[src/rtl/tac_pkg.sv]
// Package with register map, field layouts and mode codes of the timer channel block.
package tac_pkg;

  // ****************************************************************
  // Register byte offsets on the bus.
  // ****************************************************************
  localparam logic [7:0] OFF_RESET_CTRL  = 8'h00;
  localparam logic [7:0] OFF_CLOCK_EN    = 8'h04;
  localparam logic [7:0] OFF_PRESCALE    = 8'h08;
  localparam logic [7:0] OFF_MODE_CFG    = 8'h0c;
  localparam logic [7:0] OFF_COMPARE     = 8'h10;
  localparam logic [7:0] OFF_OUT_LEVEL   = 8'h14;
  localparam logic [7:0] OFF_OUT_EN      = 8'h18;
  localparam logic [7:0] OFF_START_STOP  = 8'h1c;
  localparam logic [7:0] OFF_COUNT_STAT  = 8'h20;
  localparam logic [7:0] OFF_IRQ_STATUS  = 8'h24;
  localparam logic [7:0] OFF_IRQ_CLEAR   = 8'h28;
  localparam logic [7:0] OFF_IRQ_ENABLE  = 8'h2c;

  // ****************************************************************
  // Bit positions and reset values.
  // ****************************************************************
  localparam int         UNIT_RESET_POS  = 0;
  localparam int         CLOCK_GATE_POS  = 0;
  localparam int         OUT_CH_POS      = 1;
  localparam int         START_POS       = 0;
  localparam int         STOP_POS        = 1;
  localparam int         RUNNING_POS     = 16;
  localparam int         IRQ_CH_POS      = 0;
  localparam logic [7:0]  RESET_CTRL_RST = 8'h00;
  localparam logic [7:0]  CLOCK_EN_RST   = 8'h00;
  localparam logic [15:0] PRESCALE_RST   = 16'h0000;
  localparam logic [15:0] MODE_CFG_RST   = 16'h0000;
  localparam logic [15:0] COMPARE_RST    = 16'h0000;
  localparam logic        OUT_LEVEL_RST  = 1'b0;
  localparam logic        OUT_EN_RST     = 1'b0;
  localparam logic [15:0] SPLIT_MASK     = 16'h00ff;
  localparam logic [15:0] FULL_MASK      = 16'hffff;

  // ****************************************************************
  // Field codes.
  // ****************************************************************
  localparam logic [2:0] MD_INTERVAL  = 3'h0;
  localparam logic [2:0] MD_CAPTURE   = 3'h2;
  localparam logic [2:0] MD_EVENT     = 3'h3;
  localparam logic [2:0] MD_ONE_COUNT = 3'h4;
  localparam logic [2:0] MD_CAP_ONE   = 3'h6;
  localparam logic [2:0] STS_SOFT     = 3'h0;
  localparam logic [2:0] STS_EDGE     = 3'h1;
  localparam logic [2:0] STS_BOTH     = 3'h2;
  localparam logic [2:0] STS_MASTER   = 3'h4;
  localparam logic [1:0] CIS_FALL     = 2'h0;
  localparam logic [1:0] CIS_RISE     = 2'h1;
  localparam logic [1:0] CIS_LOW_W    = 2'h2;
  localparam logic [1:0] CIS_HIGH_W   = 2'h3;

  // Decoded channel mode; prohibited codes fall into the last one.
  typedef enum {MODE_INTERVAL, MODE_CAPTURE, MODE_EVENT, MODE_ONE_COUNT, MODE_CAP_ONE, MODE_BAD} tac_mode_type;

  // Layout of the channel mode configuration register.
  typedef struct packed {
    logic [1:0] op_clock_select_field;
    logic       rsv13;
    logic       count_clock_source_bit;
    logic       width_split_bit;
    logic [2:0] start_trigger_field;
    logic [1:0] input_edge_field;
    logic [1:0] rsv5_4;
    logic [2:0] channel_mode_field;
    logic       start_behaviour_bit;
  } tac_mode_cfg_type;

  // Layout of the prescaler select register.
  typedef struct packed {
    logic [1:0] rsv15_14;
    logic [1:0] sel3;
    logic [1:0] rsv11_10;
    logic [1:0] sel2;
    logic [3:0] sel1;
    logic [3:0] prescale_select_field;
  } tac_prescale_type;

endpackage

[src/rtl/tac_timer_top.sv]
// Timer unit channel 0 with prescaler, mode logic, output level and APB register file.
//
// Chosen here: the address map and the APB slave port.
`timescale 1ns/1ps
module tac_timer_top #(
  parameter int PRE_W = 15
) (
  // Clock and reset.
  input  wire logic        CLK,
  input  wire logic        RST_N,
  // APB slave.
  input  wire logic        PSEL,
  input  wire logic        PENABLE,
  input  wire logic        PWRITE,
  input  wire logic [7:0]  PADDR,
  input  wire logic [31:0] PWDATA,
  output logic             PREADY,
  output logic [31:0]      PRDATA,
  output logic             PSLVERR,
  // Timer input pin and master channel interrupt.
  input  wire logic        TIMER_IN,
  input  wire logic        MASTER_INT,
  // Timer output level, channel interrupt pulse and interrupt line.
  output logic             TIMER_OUT,
  output logic             CH_INT,
  output logic             IRQ
);
  import tac_pkg::*;

  // ****************************************************************
  // Registers and internal signals.
  // ****************************************************************
  logic             unit_rst_reg, clk_en_reg;
  tac_prescale_type tps_reg;
  tac_mode_cfg_type tmr_reg;
  logic [15:0]      tdr_reg, cnt_reg, cnt_next;
  logic             out_reg, toe_reg, running_reg, run_next;
  logic             status_reg, status_next, irq_en_reg, irq_reg, ch_int_reg;
  logic             pready_reg, pslverr_reg;
  logic [31:0]      prdata_reg, rd_data;
  logic             rd_ok;
  logic [PRE_W-1:0] pre_reg;
  logic [3:0]       ck_tick;
  logic [3:0]       sel_field [4];
  logic             ti_s1_reg, ti_s2_reg, ti_s3_reg;
  logic             rise, fall, valid_edge, start_edge, cap_edge;
  logic             hw_start, cap_evt, sw_start, sw_stop, start_ok, restart_ok;
  logic             cnt_tick, fire_now, toggle_now, cap_now, unit_run, md0;
  logic [15:0]      mask, cnt_m, tdr_m;
  logic             wr_acc, setup_rd, blk_rst;
  tac_mode_type     mode;

  // Mask of low prescaler bits that must all be ones for a divided tick.
  function automatic logic [PRE_W-1:0] div_mask(input logic [3:0] n);
    div_mask = PRE_W'((32'h1 << n) - 32'h1);
  endfunction

  // Operation clock selection order is not binary: 01 picks clock 2, 10 picks clock 1.
  function automatic logic [1:0] op_index(input logic [1:0] sel);
    case (sel)
      2'h1:    op_index = 2'h2;
      2'h2:    op_index = 2'h1;
      default: op_index = sel;
    endcase
  endfunction

  // Mode decode from the upper three mode bits.
  function automatic tac_mode_type decode_mode(input logic [2:0] md);
    case (md)
      MD_INTERVAL:  decode_mode = MODE_INTERVAL;
      MD_CAPTURE:   decode_mode = MODE_CAPTURE;
      MD_EVENT:     decode_mode = MODE_EVENT;
      MD_ONE_COUNT: decode_mode = MODE_ONE_COUNT;
      MD_CAP_ONE:   decode_mode = MODE_CAP_ONE;
      default:      decode_mode = MODE_BAD;
    endcase
  endfunction

  // ****************************************************************
  // Unit control.
  // ****************************************************************
  // The channel logic moves only with the clock supplied and the unit out of reset.
  assign unit_run = clk_en_reg & ~unit_rst_reg;
  assign blk_rst  = ~RST_N | unit_rst_reg;
  assign wr_acc   = PSEL & PENABLE & PWRITE & pready_reg;
  assign setup_rd = PSEL & PENABLE & ~pready_reg;

  // Reset and clock gate bits stay writable so software can always release the unit.
  always_ff @(posedge CLK) begin
    if (!RST_N) begin
      unit_rst_reg <= RESET_CTRL_RST[UNIT_RESET_POS];
      clk_en_reg   <= CLOCK_EN_RST[CLOCK_GATE_POS];
    end else if (wr_acc) begin
      if (PADDR == OFF_RESET_CTRL) begin
        unit_rst_reg <= PWDATA[UNIT_RESET_POS];
      end else if (PADDR == OFF_CLOCK_EN) begin
        clk_en_reg <= PWDATA[CLOCK_GATE_POS];
      end
    end
  end

  // Unit registers only accept writes while the unit clock is supplied.
  always_ff @(posedge CLK) begin
    if (blk_rst) begin
      tps_reg <= PRESCALE_RST;
      tmr_reg <= MODE_CFG_RST;
      toe_reg <= OUT_EN_RST;
    end else if (wr_acc && clk_en_reg) begin
      if (PADDR == OFF_PRESCALE) begin
        tps_reg <= PWDATA[15:0];
      end else if (PADDR == OFF_MODE_CFG) begin
        tmr_reg <= PWDATA[15:0];
      end else if (PADDR == OFF_OUT_EN) begin
        toe_reg <= PWDATA[OUT_CH_POS];
      end
    end
  end

  // Compare data is also the capture register; a capture wins over a software write.
  always_ff @(posedge CLK) begin
    if (blk_rst) begin
      tdr_reg <= COMPARE_RST;
    end else if (cap_now) begin
      tdr_reg <= cnt_m;
    end else if (wr_acc && clk_en_reg && PADDR == OFF_COMPARE) begin
      tdr_reg <= PWDATA[15:0];
    end
  end

  // ****************************************************************
  // Prescaler.
  // ****************************************************************
  // Free running divider; each prescaled clock is a one-cycle tick.
  always_ff @(posedge CLK) begin
    if (blk_rst) begin
      pre_reg <= '0;
    end else if (unit_run) begin
      pre_reg <= pre_reg + PRE_W'(1);
    end
  end

  assign sel_field[0] = tps_reg.prescale_select_field;
  assign sel_field[1] = tps_reg.sel1;
  assign sel_field[2] = {2'h0, tps_reg.sel2};
  assign sel_field[3] = {2'h0, tps_reg.sel3};

  // Field value n gives one tick every 2**n system clocks; n of zero ticks every cycle.
  for (genvar k = 0; k < 4; k++) begin : g_tick
    assign ck_tick[k] = unit_run & (&(pre_reg | ~div_mask(sel_field[k])));
  end

  // ****************************************************************
  // Timer input synchroniser and edge selection.
  // ****************************************************************
  always_ff @(posedge CLK) begin
    if (!RST_N) begin
      ti_s1_reg <= 1'b0;
      ti_s2_reg <= 1'b0;
      ti_s3_reg <= 1'b0;
    end else begin
      ti_s1_reg <= TIMER_IN;
      ti_s2_reg <= ti_s1_reg;
      ti_s3_reg <= ti_s2_reg;
    end
  end

  assign rise = ti_s2_reg & ~ti_s3_reg;
  assign fall = ~ti_s2_reg & ti_s3_reg;

  // Edge roles per input edge field.
  always_comb begin
    valid_edge = rise | fall;
    start_edge = rise | fall;
    cap_edge   = rise | fall;
    case (tmr_reg.input_edge_field)
      CIS_FALL: begin
        valid_edge = fall;
        start_edge = fall;
        cap_edge   = fall;
      end
      CIS_RISE: begin
        valid_edge = rise;
        start_edge = rise;
        cap_edge   = rise;
      end
      CIS_LOW_W: begin
        start_edge = fall;
        cap_edge   = rise;
      end
      default: begin
        start_edge = rise;
        cap_edge   = fall;
      end
    endcase
  end

  // Start and capture sources; prohibited trigger codes give no hardware trigger.
  always_comb begin
    hw_start = 1'b0;
    cap_evt  = 1'b0;
    case (tmr_reg.start_trigger_field)
      STS_EDGE: begin
        hw_start = valid_edge;
        cap_evt  = valid_edge;
      end
      STS_BOTH: begin
        hw_start = start_edge;
        cap_evt  = cap_edge;
      end
      STS_MASTER: hw_start = MASTER_INT;
      default: hw_start = 1'b0;
    endcase
  end

  // ****************************************************************
  // Channel counter.
  // ****************************************************************
  assign mode     = decode_mode(tmr_reg.channel_mode_field);
  assign md0      = tmr_reg.start_behaviour_bit;
  assign mask     = tmr_reg.width_split_bit ? SPLIT_MASK : FULL_MASK;
  assign cnt_m    = cnt_reg & mask;
  assign tdr_m    = tdr_reg & mask;
  assign cnt_tick = unit_run & (tmr_reg.count_clock_source_bit ? valid_edge
                    : ck_tick[op_index(tmr_reg.op_clock_select_field)]);
  assign sw_start = wr_acc & clk_en_reg & (PADDR == OFF_START_STOP) & PWDATA[START_POS];
  assign sw_stop  = wr_acc & clk_en_reg & (PADDR == OFF_START_STOP) & PWDATA[STOP_POS];
  // Restart while counting: software start in interval, capture and event modes; one-count only with the lowest mode bit set.
  assign restart_ok = (mode == MODE_ONE_COUNT) ? md0
                    : (sw_start & (mode != MODE_CAP_ONE));
  assign start_ok = unit_run & (sw_start | hw_start) & (~running_reg | restart_ok);

  // Next state of counter, run flag, interrupt and output toggle.
  // Holding the masked count drops stale upper bits once the channel is split to eight bits.
  always_comb begin
    cnt_next   = cnt_m;
    run_next   = running_reg;
    fire_now   = 1'b0;
    toggle_now = 1'b0;
    cap_now    = 1'b0;
    if (sw_stop) begin
      run_next = 1'b0;
    end else if (start_ok) begin
      run_next = 1'b1;
      case (mode)
        MODE_INTERVAL: begin
          cnt_next   = tdr_m;
          fire_now   = md0;
          toggle_now = md0;
        end
        MODE_CAPTURE: begin
          cnt_next   = 16'h0000;
          fire_now   = md0;
          toggle_now = md0;
        end
        MODE_EVENT, MODE_ONE_COUNT: cnt_next = tdr_m;
        MODE_CAP_ONE: cnt_next = 16'h0000;
        default: run_next = 1'b0;
      endcase
    end else if (running_reg && unit_run) begin
      case (mode)
        MODE_INTERVAL, MODE_EVENT, MODE_ONE_COUNT: begin
          if (cnt_tick && cnt_m == 16'h0000) begin
            fire_now   = 1'b1;
            toggle_now = (mode != MODE_EVENT);
            cnt_next   = tdr_m;
            run_next   = (mode != MODE_ONE_COUNT);
          end else if (cnt_tick) begin
            cnt_next = (cnt_m - 16'h0001) & mask;
          end
        end
        MODE_CAPTURE, MODE_CAP_ONE: begin
          if (cap_evt) begin
            cap_now    = 1'b1;
            fire_now   = 1'b1;
            toggle_now = (mode == MODE_CAP_ONE);
            cnt_next   = 16'h0000;
            run_next   = (mode == MODE_CAPTURE);
          end else if (cnt_tick) begin
            cnt_next = (cnt_m + 16'h0001) & mask;
          end
        end
        default: run_next = 1'b0;
      endcase
    end
  end

  always_ff @(posedge CLK) begin
    if (blk_rst) begin
      cnt_reg     <= 16'h0000;
      running_reg <= 1'b0;
      ch_int_reg  <= 1'b0;
    end else begin
      cnt_reg     <= cnt_next;
      running_reg <= run_next;
      ch_int_reg  <= fire_now;
    end
  end

  // ****************************************************************
  // Timer output level.
  // ****************************************************************
  // With output enabled only the timer moves the level, so software cannot glitch the pin.
  always_ff @(posedge CLK) begin
    if (blk_rst) begin
      out_reg <= OUT_LEVEL_RST;
    end else if (toe_reg) begin
      if (toggle_now) begin
        out_reg <= ~out_reg;
      end
    end else if (wr_acc && clk_en_reg && PADDR == OFF_OUT_LEVEL) begin
      out_reg <= PWDATA[OUT_CH_POS];
    end
  end

  // ****************************************************************
  // Interrupt status, enable and line.
  // ****************************************************************
  // A new event in the clearing cycle keeps the bit set.
  assign status_next = fire_now | (status_reg & ~(wr_acc && PADDR == OFF_IRQ_CLEAR && PWDATA[IRQ_CH_POS]));

  always_ff @(posedge CLK) begin
    if (!RST_N) begin
      status_reg <= 1'b0;
      irq_en_reg <= 1'b0;
      irq_reg    <= 1'b0;
    end else begin
      status_reg <= status_next;
      irq_reg    <= status_reg & irq_en_reg;
      if (wr_acc && PADDR == OFF_IRQ_ENABLE) begin
        irq_en_reg <= PWDATA[IRQ_CH_POS];
      end
    end
  end

  // ****************************************************************
  // APB read path: one wait state, data and error registered.
  // ****************************************************************
  always_comb begin
    rd_data = 32'h0000_0000;
    rd_ok   = 1'b1;
    if (PADDR == OFF_RESET_CTRL) begin
      rd_data[UNIT_RESET_POS] = unit_rst_reg;
    end else if (PADDR == OFF_CLOCK_EN) begin
      rd_data[CLOCK_GATE_POS] = clk_en_reg;
    end else if (PADDR == OFF_PRESCALE) begin
      rd_data[15:0] = tps_reg;
    end else if (PADDR == OFF_MODE_CFG) begin
      rd_data[15:0] = tmr_reg;
    end else if (PADDR == OFF_COMPARE) begin
      rd_data[15:0] = tdr_reg;
    end else if (PADDR == OFF_OUT_LEVEL) begin
      rd_data[OUT_CH_POS] = out_reg;
    end else if (PADDR == OFF_OUT_EN) begin
      rd_data[OUT_CH_POS] = toe_reg;
    end else if (PADDR == OFF_COUNT_STAT) begin
      rd_data[15:0]        = cnt_reg;
      rd_data[RUNNING_POS] = running_reg;
    end else if (PADDR == OFF_IRQ_STATUS) begin
      rd_data[IRQ_CH_POS] = status_reg;
    end else if (PADDR == OFF_IRQ_ENABLE) begin
      rd_data[IRQ_CH_POS] = irq_en_reg;
    end else if (PADDR != OFF_START_STOP && PADDR != OFF_IRQ_CLEAR) begin
      rd_ok = 1'b0;
    end
  end

  always_ff @(posedge CLK) begin
    if (!RST_N) begin
      pready_reg  <= 1'b0;
      prdata_reg  <= 32'h0000_0000;
      pslverr_reg <= 1'b0;
    end else begin
      pready_reg  <= setup_rd;
      prdata_reg  <= (setup_rd && !PWRITE) ? rd_data : 32'h0000_0000;
      pslverr_reg <= setup_rd & ~rd_ok;
    end
  end

  assign PREADY    = pready_reg;
  assign PRDATA    = prdata_reg;
  assign PSLVERR   = pslverr_reg;
  assign TIMER_OUT = out_reg;
  assign CH_INT    = ch_int_reg;
  assign IRQ       = irq_reg;
endmodule // tac_timer_top

[config.mk]
export PLATFORM = sky130hd
export DESIGN_NAME = tac_timer_top
export DESIGN_NICKNAME = d
export VERILOG_FILES = /design/src/rtl/tac_pkg.sv /design/src/rtl/tac_timer_top.sv
export SDC_FILE = /design/constraint.sdc
export NUM_CORES = 1
export LEC_CHECK = 0
export ABC_AREA = 1
export BUFFER_PORTS_ARGS = -buffer_cell sky130_fd_sc_hd__buf_4
export CAP_MARGIN = 10
export CORE_MARGIN = 2
export CORE_UTILIZATION = 47
export CTS_BUF_LIST = sky130_fd_sc_hd__clkbuf_16
export DETAILED_ROUTE_END_ITERATION = 10
export PLACE_DENSITY = 0.72
export SLEW_MARGIN = 40
export SYNTH_ARGS = -nofsm -noshare
export SYNTH_HDL_FRONTEND = slang
export SYNTH_SLANG_ARGS = --single-unit
[constraint.sdc]
create_clock -name CLK -period 6.25 [get_ports CLK]
set_input_delay 0.9375 -clock CLK [delete_from_list [all_inputs] [get_ports CLK]]
set_output_delay 0.9375 -clock CLK [all_outputs]
set_load 0.01 [all_outputs]
==> metrics.md, run 1 <==
| Metric | Value |
|---|---|
| Worst Path Max Fanout | 31 |
| RSZ-0062 raised after global routing | no |
| Worst clock skew | 8.76 ps |
| Hold Crit Depth | 2 |
| Metal3 WL | 2140 µm |
| Setup TNS Final | 0 ps |
| Met1 wire length | 10100 µm |
| Synth top area share | 29.3% |
| Critical-path cell list | buf_4, nor2_1, inv_2, nor3_1, nand2_1, nor2_1, o211ai_1, nand3_1, nand2_1, nor2_2, inv_2, nand4_1, clkinv_1, o21ai_0, a21oi_1 |
| HP Start | ti_s1_reg$_SDFF_PN0_ |
| Slew headroom | 42.8% |
| CTS tree | built |
| Mapped Area | 7510 µm² |
| Largest net degree at the start of global routing | 64 |
| Cell depth of the worst flop-to-flop path | 11 |
| Reg clk slew, reported paths | 80 ps |
| Core Footprint | 15800 µm² |
| Clock Path Buffers | 2 |
| # diodes | 0 |
| Main synth FF type | dfxtp_1 |
| LEAKAGE | 3.34 nW |
| Maximum capacitance violations | 0 |
| Top Ports | 84 |
| Setup crit end kind | flop |
| Worst Path Buf+Inv | 4 |
| Clk_lat worst skew | 360 ps |
| Post-CTS Setup Inserts | 0 |
| Worst Hold Slack | 434 ps |
| Startpoint type of the worst setup path | primary input |
| Routed Antenna Nets | 0 |
| Crit path max-delay family | simple AND/OR/NAND/NOR gates |
| Origin of the worst setup path | PADDR[1] |
| Layout cells sized above 1 | 9.16% |
| Die area | 17000 µm² |
| Worst R2R End | tdr_reg[3]$_SDFFE_PP0P_ |
| Worst EP arrival | 4550 ps |
| Setup CP Type | primary input to flop |
| Grt ovf | 0 |
| Netlist cell types | 48 |
| Port bufs | 52 |
| Final worst slack | 1930 ps |
| Final setup fails | 0 |
| Status | completed |
| Mapped Avg Cell Area | 6.12 µm² |
| Nets@finish | 1312 |
| FF+latch count, synth | 110 |
| Metal2 WL | 11200 µm |
| Worst path required time | 6490 ps |
| Ys async rst share | 0% |
| CTS buffer count | 9 |
| Placed inst area | 7980 µm² |
| Hold crit path type | flop to flop |
| Worst r2r src | ti_s2_reg$_SDFF_PN0_ |
| Die H | 130 µm |
| Vias | 8279 |
| Fmax achieved | 232 MHz |
| Slowest Stage Delay on Critical Path | 660 ps |
| Synth warn | 0 |
| Pwr Density | 165 nW/µm² |
| DP Worst Slack | 1650 ps |
| Overall Power | 1.36 mW |
| Ranking of synthesized cells by area | dfxtp_1, nand2_1, nor2_1, o21ai_0, inv_1 |
| DR WL/cell | 16.4 µm |
| Max-slew violation count | 0 |
| Slew of the pin with the lowest slew margin | 854 ps |
| Initial antenna violation count | 0 |
| R2R Setup Slk | 2300 ps |
| Die Span X | 130 µm |
| PostCTS Resize Cnt | 0 |
| DR vias/cell | 5.63 |
| Max reg flops | 17 |
| CTS sink count | 110 |
| Number of synthesized flops with an enable pin | 0 |
| Hold path endpoint | ti_s2_reg$_SDFF_PN0_ |
| Final instance area | 8280 µm² |
| Top Layer Used | met4 |
| First-pass GRT wire length | 39000 µm |
| Final period util | 69.0% |
| Routed WL | 24100 µm |
| FP Rows | 46 |
| Area leader, netlist | dfxtp_1 |
| Sequential fraction of the synthesis area | 29.3% |
| Area Growth Syn to Fin | 10.3% |
| Starting DRT DRC Count | 938 |
| Slowest CP cell | nand4_1 |
| Number of global-route vias before repair | 7654 |
| Hpwl dp | 17800 µm |
| First drt pass iteration count | 6 |
| Post-CTS Hold Buffers | 0 |
| Initial core utilization | 47.6% |
| H-tree depth | 3 |
| GRT Resource Usage Total | 29.0% |
| Maximum vdd ir drop | 0.128 mV |
| # DRC | 0 |
| Minimum clock period | 4320 ps |
| Routability-driven placement congestion ratio | 0.970 |
| Cells after Synth | 1226 |
| Fin. Hold Viols | 0 |
| Root Buffer | clkbuf_16 |
==> power breakdown <==
part	internal [mW]	switching, mW	total [mW]
combinational	0.0196	0.0366	0.0562
clock	0.313	0.292	0.604
sequential	0.701	0.000845	0.702
==> how the worst max path moves through the flow <==
stage,to,cells after the start
2_1_floorplan,cnt_reg[6]$_SDFFE_PP0P_,16
3_3_place_gp,tdr_reg[0]$_SDFFE_PP0P_,15
3_5_place_dp,tdr_reg[3]$_SDFFE_PP0P_,15
4_1_cts,tdr_reg[3]$_SDFFE_PP0P_,15
5_1_grt,tdr_reg[5]$_SDFFE_PP0P_,15
6_report,tdr_reg[3]$_SDFFE_PP0P_,15
==> logic make-up after synthesis <==
group,Yosys count,share of synthesized area [%]
AOI/OAI and AO/OA,272,20.4
xor gates and xnor gates,18,2.10
adders and majority gates,14,2.33
buffers and inverters,215,11.9
DFF,110,29.3
other,1,0.0500
and+or+nand+nor,596,33.8
==> cell type report <==
cell class / count / area (µm²)
fill: 1671 / 7490
multi-input combinational: 915 / 4480
sequential: 110 / 2200
inverter: 155 / 582
timing repair buffer: 60 / 450
tap: 216 / 270
clock buffer: 9 / 225
clock inverter: 6 / 68.8
==> cells in the mapped netlist, types with 15 or more instances <==
cell type,instances
clkbuf_1,32
nor2_1,153
a21oi_1,103
dfxtp_1,110
nand2_1,280
buf_4,17
inv_1,140
o21ai_0,110
nand3_1,91
nand4_1,15
nor3_1,22
xor2_1,18
==> through the flow <==
step | util (%) | std cells
floorplan | - | 1240
global placement | 50.6 | 1456
detailed placement | 50.6 | 1456
CTS | 52.5 | 1471
global route | 52.5 | 1471
finish | 52.5 | 1471
==> layout by cell type (no fill, tap or decap), types with 3 or more instances in the layout <==
cell type / netlist / layout
nor4_1: 10 / 10
inv_2: 10 / 12
o211ai_1: 7 / 7
dfxtp_1: 110 / 110
o22ai_1: 5 / 5
xor2_1: 18 / 18
nand2_1: 280 / 280
clkbuf_16: 0 / 9
ha_1: 14 / 14
inv_1: 140 / 138
nor2_4: 2 / 3
buf_4: 17 / 60
a211oi_1: 3 / 3
o21ai_1: 6 / 6
o21ai_0: 110 / 110
a21oi_1: 103 / 102
nor3_1: 22 / 22
nor2_1: 153 / 149
nor3_2: 3 / 3
nand4_1: 15 / 15
a41oi_1: 14 / 14
or2_2: 4 / 4
conb_1: 1 / 15
nand3_1: 91 / 91
nor2_2: 7 / 10
clkinv_1: 5 / 5
o31ai_1: 3 / 3
nand2_2: 3 / 3
a221oi_1: 8 / 8
==> metal layers <==
metal,vias up,track usage [%]
li1,4067,-
met1,3748,38.2
met2,408,47.1
met3,56,5.70
met4,0,11.6
met5,-,0
==> tightest hold or removal path: cells and delay by family, from the launching register on <==
family                 cells  cell delay [ps]
DFF                        1              310
and+or+nand+nor            1               60
buffers and inverters      1               30
No activity file was read; power rests on OpenSTA's default activity.
==> inputs of run 2 (changes only) <==
--- a/config.mk
+++ b/config.mk
@@ -12,7 +12,7 @@
 export CORE_UTILIZATION = 47
 export CTS_BUF_LIST = sky130_fd_sc_hd__clkbuf_16
 export DETAILED_ROUTE_END_ITERATION = 10
-export PLACE_DENSITY = 0.72
+export PLACE_DENSITY = 0.75
 export SLEW_MARGIN = 40
 export SYNTH_ARGS = -nofsm -noshare
 export SYNTH_HDL_FRONTEND = slang
==> constraint.sdc (replaced) <==
create_clock -name CLK -period 3.58 [get_ports CLK]
set_input_delay 0.537 -clock CLK [delete_from_list [all_inputs] [get_ports CLK]]
set_output_delay 0.537 -clock CLK [all_outputs]
set_load 0.01 [all_outputs]
==> run 2 against run 1 <==
Compared with the run above: setup slack got worse by 1500 ps; critical endpoint is now cnt_reg[15]$_SDFF_PP0_; first-iteration DRC count is 7.7% lower; combinational power up 74%; highest routed layer unchanged; via count is 1.2% higher; total power is 72% higher.
==> metrics.md, run 2 (synthesis gave the netlist of run 1 again) <==
| Metric | Value |
|---|---|
| Status | completed |
| Worst Path Buf+Inv | 1 (-3) |
| Setup TNS Final | 0 ps (unchanged) |
| Slew of the pin with the lowest slew margin | 611 ps (-243 ps) |
| Final core occ | 53.1% (+0.62 points) |
| Final setup fails | 0 (unchanged) |
| Hold crit path type | primary input to flop |
| First-pass GRT wire length | 37800 µm (-2.9%) |
| # DRC | 0 (unchanged) |
| Placed inst area | 8090 µm² (+1.3%) |
| Worst R2R End | cnt_reg[15]$_SDFF_PP0_ |
| Setup CP Type | flop to flop |
| Worst EP arrival | 3430 ps (-1120 ps) |
| CTS buffer count | 9 (unchanged) |
| # diodes | 0 (unchanged) |
| Hpwl dp | 18100 µm (+2.0%) |
| Max-slew violation count | 0 (unchanged) |
| Post-CTS Setup Inserts | 0 (unchanged) |
| Final instance area | 8380 µm² (+1.2%) |
| Startpoint type of the worst setup path | flop |
| Clk_lat worst skew | 370 ps (about the same) |
| RSZ-0062 raised after global routing | no |
| Overall Power | 2.34 mW (+72%) |
| Setup crit end kind | flop |
| Routability-driven placement congestion ratio | 1.08 (+11%) |
| Fill cells | 1678 (+0.42%) |
| Initial antenna violation count | 0 (unchanged) |
| PostCTS Resize Cnt | 0 (unchanged) |
| Hold Crit Depth | 3 (+1) |
| CTS sink count | 110 (unchanged) |
| Largest net degree at the start of global routing | 63 (-1.6%) |
| H-tree depth | 3 (unchanged) |
| FP Rows | 46 (unchanged) |
| DR vias/cell | 5.64 (+0.20%) |
| Root Buffer | clkbuf_16 |
| Initial core utilization | 47.6% (unchanged) |
| Pwr Density | 280 nW/µm² (+70%) |
| Area Growth Syn to Fin | 11.6% |
| Routed Antenna Nets | 0 (unchanged) |
| LEAKAGE | 3.41 nW (+2.2%) |
| Clock Path Buffers | 2 (unchanged) |
| Cell depth of the worst flop-to-flop path | 23 (+12) |
| Commonest cells after routing, fill and taps aside | nand2_1, nor2_1, inv_1 |
| R2R Setup Slk | 390 ps (-1910 ps) |
| Origin of the worst setup path | sel_field[15]$_SDFFE_PP0P_ |
| Worst r2r src | sel_field[15]$_SDFFE_PP0P_ |
| Grt ovf | 0 (unchanged) |
| Final worst slack | 387 ps (-1550 ps) |
| CTS tree | built |
| Nets@finish | 1327 (+1.1%) |
| Port bufs | 52 (unchanged) |
| Fin. Hold Viols | 0 (unchanged) |
| Reg clk slew, reported paths | 80 ps (about the same) |
| Slowest CP cell | dfxtp_1 |
| M2 GR Usage | 46.3% (-0.74 points) |
| Starting DRT DRC Count | 866 (-7.7%) |
| Die area | 17000 µm² (unchanged) |
| Critical-path cell list | nor2_1, nand2_1, ha_1, or2_2, nand3_1, nor2_1, nand3_1, nor2_1, nand3_1, nand2_1, nand2_2, nand2_4, nand2_2, buf_4, nand2_1, nand3_1, nor2_1, nor2_1, nand2_1, nand2_1, nand2_1, nand2_1, a21oi_1 |
| Routed WL | 24100 µm (about the same) |
| Final period util | 89.2% |
| Crit path max-delay family | simple AND/OR/NAND/NOR gates |
| GRT Resource Usage Total | 28.5% (-0.53 points) |
| Number of global-route vias before repair | 7242 (-5.4%) |
| Vias | 8380 (+1.2%) |
| Maximum vdd ir drop | 0.226 mV (+76%) |
| CP most frequent cell | nand2_1 |
| Slowest Stage Delay on Critical Path | 400 ps (-260 ps) |
| GR Util met3 | 4.15% (-1.5 points) |
| Core Footprint | 15800 µm² (unchanged) |
| Worst clock skew | 10.9 ps (+2.14 ps) |
| Most common cell after layout, fill and taps aside | nand2_1 |
| Fmax achieved | 313 MHz |
| Die Span X | 130 µm (unchanged) |
| DP Worst Slack | 395 ps (-1260 ps) |
| Minimum clock period | 3190 ps |
| Top Ports | 84 (unchanged) |
| Worst Path Max Fanout | 13 (-58%) |
| First drt pass iteration count | 6 (unchanged) |
| Slew headroom | 59.2% (+16 points) |
| Post-CTS Hold Buffers | 0 (unchanged) |
| HP Start | TIMER_IN |
| Layer with the highest usage | met2 |
| Hold path endpoint | ti_s1_reg$_SDFF_PN0_ |
| Worst path required time | 3810 ps (-2680 ps) |
| Maximum capacitance violations | 0 (unchanged) |
| Max reg flops | 17 (unchanged) |
| DR WL/cell | 16.2 µm (-0.94%) |
| Die H | 130 µm (unchanged) |
| Layout cells sized above 1 | 9.84% (+0.68 points) |
| Met1 Use GR | 37.9% (-0.29 points) |
-- run 2: changes by cell type in the layout (fill, tap and decap cells not counted), moves of 3 or more --
cell and change:
buf_4 +15, inv_8 +3, nor2_1 +3, nor2_2 -3
-- run 2: per-stage QoR --
step                      hold WS [ps]  std cells
after floorplan                    390       1240
after global placement             402       1471
after detailed placement           413       1471
after CTS                          338       1486
after global routing               378       1486
final                              345       1486
-- run 2: area by class of cell --
cell class / instances / area [µm²] / area share, %
repair buffers: 75 / 563 / 6.72
clock buffers: 9 / 225 / 2.69
inverters: 155 / 582 / 6.95
multi-input cells: 915 / 4470 / 53.4
clock inverters: 6 / 60.1 / 0.717
well taps: 216 / 270 / 3.23
flip-flops and latches: 110 / 2200 / 26.3
-- run 2: worst max-delay path by stage --
stage	endpoint	slack, ps	cells past startpoint
floorplan	cnt_reg[8]$_SDFF_PP0_	1090	24
global placement	cnt_reg[15]$_SDFF_PP0_	390	23
detailed placement	cnt_reg[15]$_SDFF_PP0_	390	23
CTS	cnt_reg[15]$_SDFF_PP0_	380	23
global route	cnt_reg[15]$_SDFF_PP0_	60	23
finish	cnt_reg[15]$_SDFF_PP0_	390	23
-- run 2: per-layer routing --
| layer | up-vias | wire length, µm |
|---|---|---|
| met2 | 452 | 11100 |
| met5 | - | 0 |
| met1 | 3762 | 10100 |
| met4 | 0 | 839 |
| met3 | 72 | 2010 |
| li1 | 4094 | - |
-- run 2: where the power goes --
group / switching (mW) / internal [mW] / total (mW) / leakage [nW]
combinational: 0.0631 / 0.0345 / 0.0977 / 2.38
clock: 0.528 / 0.491 / 1.02 / 0.142
sequential: 0.00156 / 1.22 / 1.23 / 0.886
total: 0.593 / 1.75 / 2.34 / 3.41
-- run 2: worst register-to-register path, delay by kind of cell (launching register included) --
family          cells  cell delay, ps
buf+inv             1             240
fa+ha+maj           1             300
compound gates      1              50
flops               1             400
simple gates       20            2120
==> inputs of run 3 (changes only) <==
--- a/config.mk
+++ b/config.mk
@@ -12,7 +12,7 @@
 export CORE_UTILIZATION = 47
 export CTS_BUF_LIST = sky130_fd_sc_hd__clkbuf_16
 export DETAILED_ROUTE_END_ITERATION = 10
-export PLACE_DENSITY = 0.75
+export PLACE_DENSITY = 0.72
 export SLEW_MARGIN = 40
 export SYNTH_ARGS = -nofsm -noshare
 export SYNTH_HDL_FRONTEND = slang
==> constraint.sdc (replaced) <==
create_clock -name CLK -period 4 [get_ports CLK]
set_input_delay 0.6 -clock CLK [delete_from_list [all_inputs] [get_ports CLK]]
set_output_delay 0.6 -clock CLK [all_outputs]
set_load 0.01 [all_outputs]
==> run 3 against run 2 <==
Compared with the run above: final cell count decreased by 0.34%; clock skew decreased by 0.84 ps; clock power decreased by 10%; die area unchanged; critical endpoint is now cnt_reg[4]$_SDFFE_PP0P_; hold slack improved by 66 ps.
==> metrics.md, run 3 (synthesis gave the netlist of run 1 again) <==
| Metric | Value |
|---|---|
| Die area | 17000 µm² (unchanged) |
| Largest net degree at the start of global routing | 63 (unchanged) |
| Fin. Hold Viols | 0 (unchanged) |
| Maximum vdd ir drop | 0.218 mV (-3.4%) |
| Port bufs | 52 (unchanged) |
| Post-CTS Setup Inserts | 0 (unchanged) |
| Nets@finish | 1321 (-0.45%) |
| Slew of the pin with the lowest slew margin | 702 ps (+90.6 ps) |
| Setup CP Type | flop to flop |
| Final period util | 88.0% (-1.2 points) |
| Critical-path cell list | inv_1, ha_1, nand2_1, o21ai_0, inv_1, nand2_1, nor2_1, nand3_1, nor2_1, nand3_1, nand2_1, nand2_2, nand2_2, nand2_2, o211ai_1, o2111ai_2, nor2_1, nand2_1, a21oi_1 |
| Commonest cells after routing, fill and taps aside | nand2_1, nor2_1, inv_1 |
| Pwr Density | 252 nW/µm² (-9.9%) |
| Root Buffer | clkbuf_16 |
| CTS buffer count | 9 (unchanged) |
| Core Footprint | 15800 µm² (unchanged) |
| # diodes | 0 (unchanged) |
| CP most frequent cell | nand2_1 |
| Final core occ | 52.8% (-0.28 points) |
| Die Span X | 130 µm (unchanged) |
| Starting DRT DRC Count | 790 (-8.8%) |
| Startpoint type of the worst setup path | flop |
| First drt pass iteration count | 5 (-1) |
| Overall Power | 2.10 mW (-10%) |
| DP Worst Slack | 637 ps (+242 ps) |
| CTS sink count | 110 (unchanged) |
| Worst path required time | 4290 ps (+480 ps) |
| Routed Antenna Nets | 0 (unchanged) |
| Fill cells | 1661 (-1.0%) |
| Status | completed |
| Clock Path Buffers | 2 (unchanged) |
| H-tree depth | 3 (unchanged) |
| Routed WL | 24200 µm (+0.30%) |
| Initial antenna violation count | 0 (unchanged) |
| Post-CTS Hold Buffers | 0 (unchanged) |
| Initial core utilization | 47.6% (unchanged) |
| Hold crit path type | primary input to flop |
| Clk_lat worst skew | 370 ps (about the same) |
| Number of global-route vias before repair | 7358 (+1.6%) |
| Vias | 8319 (-0.73%) |
| Reg clk slew, reported paths | 80 ps (about the same) |
| Max-slew violation count | 0 (unchanged) |
| LEAKAGE | 3.37 nW (-1.0%) |
| Slowest Stage Delay on Critical Path | 410 ps (about the same) |
| Worst EP arrival | 3820 ps (+390 ps) |
| Maximum capacitance violations | 0 (unchanged) |
| Slew headroom | 53.2% (-6.0 points) |
| Setup crit end kind | flop |
| Hpwl dp | 18000 µm (-0.81%) |
| Minimum clock period | 3520 ps (+328 ps) |
| Final setup fails | 0 (unchanged) |
| FP Rows | 46 (unchanged) |
| Area Growth Syn to Fin | 11.0% |
| Setup TNS Final | 0 ps (unchanged) |
| Fin cells | 1481 (-0.34%) |
| Most common cell after layout, fill and taps aside | nand2_1 |
| Routability-driven placement congestion ratio | 0.944 (-12%) |
| Fmax achieved | 284 MHz (-9.3%) |
| Die H | 130 µm (unchanged) |
| First-pass GRT wire length | 38400 µm (+1.4%) |
| DR vias/cell | 5.62 (-0.39%) |
| GRT Resource Usage Total | 28.9% (+0.43 points) |
| CTS tree | built |
| RSZ-0062 raised after global routing | no |
| Slowest CP cell | dfxtp_1 |
| Top Ports | 84 (unchanged) |
| Worst Path Max Fanout | 15 (+2) |
| DR WL/cell | 16.3 µm (+0.64%) |
| Worst clock skew | 10.1 ps (-0.839 ps) |
| Placed instance count | 1465 (-0.41%) |
| Layout cells sized above 1 | 9.41% (-0.44 points) |
| # DRC | 0 (unchanged) |
| Final worst slack | 478 ps (+91.8 ps) |
| Max reg flops | 17 (unchanged) |
| Grt ovf | 0 (unchanged) |
| PostCTS Resize Cnt | 0 (unchanged) |
## run 3: per-stage QoR
stage | hold WS, ps | instance area, µm²
CTS | 408 | 8330
floorplan | 390 | 7560
global placement | 402 | 8040
finish | 412 | 8330
detailed placement | 412 | 8040
global route | 417 | 8330
## run 3: path summary, 6_finish.rpt
kind                                               start                 endpoint  cells after the start  slack (ps)
worst min-delay path                            TIMER_IN     ti_s1_reg$_SDFF_PN0_                      3         410
worst min register to register      ti_s1_reg$_SDFF_PN0_     ti_s2_reg$_SDFF_PN0_                      2         430
worst max register to register  tmr_reg[14]$_SDFFE_PP0P_  cnt_reg[4]$_SDFFE_PP0P_                     19         480
worst max-delay path            tmr_reg[14]$_SDFFE_PP0P_  cnt_reg[4]$_SDFFE_PP0P_                     19         480
## run 3: critical path, delay by kind of cell (launching register included)
kind | cells | cell delay (ps)
compound gates | 4 | 830
fa+ha+maj | 1 | 350
buf+inv | 2 | 250
flops | 1 | 410
simple gates | 12 | 1600
## run 3: area by class of cell
cell class / instances / area, µm² / share of cell area, %
clock buffers: 9 / 225 / 2.70
clock inverters: 7 / 66.3 / 0.796
inverters: 155 / 582 / 6.98
multi-input cells: 915 / 4470 / 53.6
flip-flops and latches: 110 / 2200 / 26.4
well taps: 216 / 270 / 3.24
repair buffers: 69 / 518 / 6.22
## run 3: routing by layer
| layer | GRT usage, % | routed length [µm] | vias up |
|---|---|---|---|
| li1 | - | - | 4088 |
| met4 | 12.0 | 868 | 0 |
| met1 | 38.6 | 10300 | 3791 |
| met3 | 4.68 | 1880 | 57 |
| met2 | 46.8 | 11100 | 383 |
| met5 | 0 | 0 | - |
## run 3: power breakdown
group	leakage, nW	switching (mW)	internal, mW
Combinational	2.35	0.0571	0.0309
Sequential	0.886	0.00123	1.10
Clock	0.136	0.478	0.438
Total	3.37	0.536	1.56
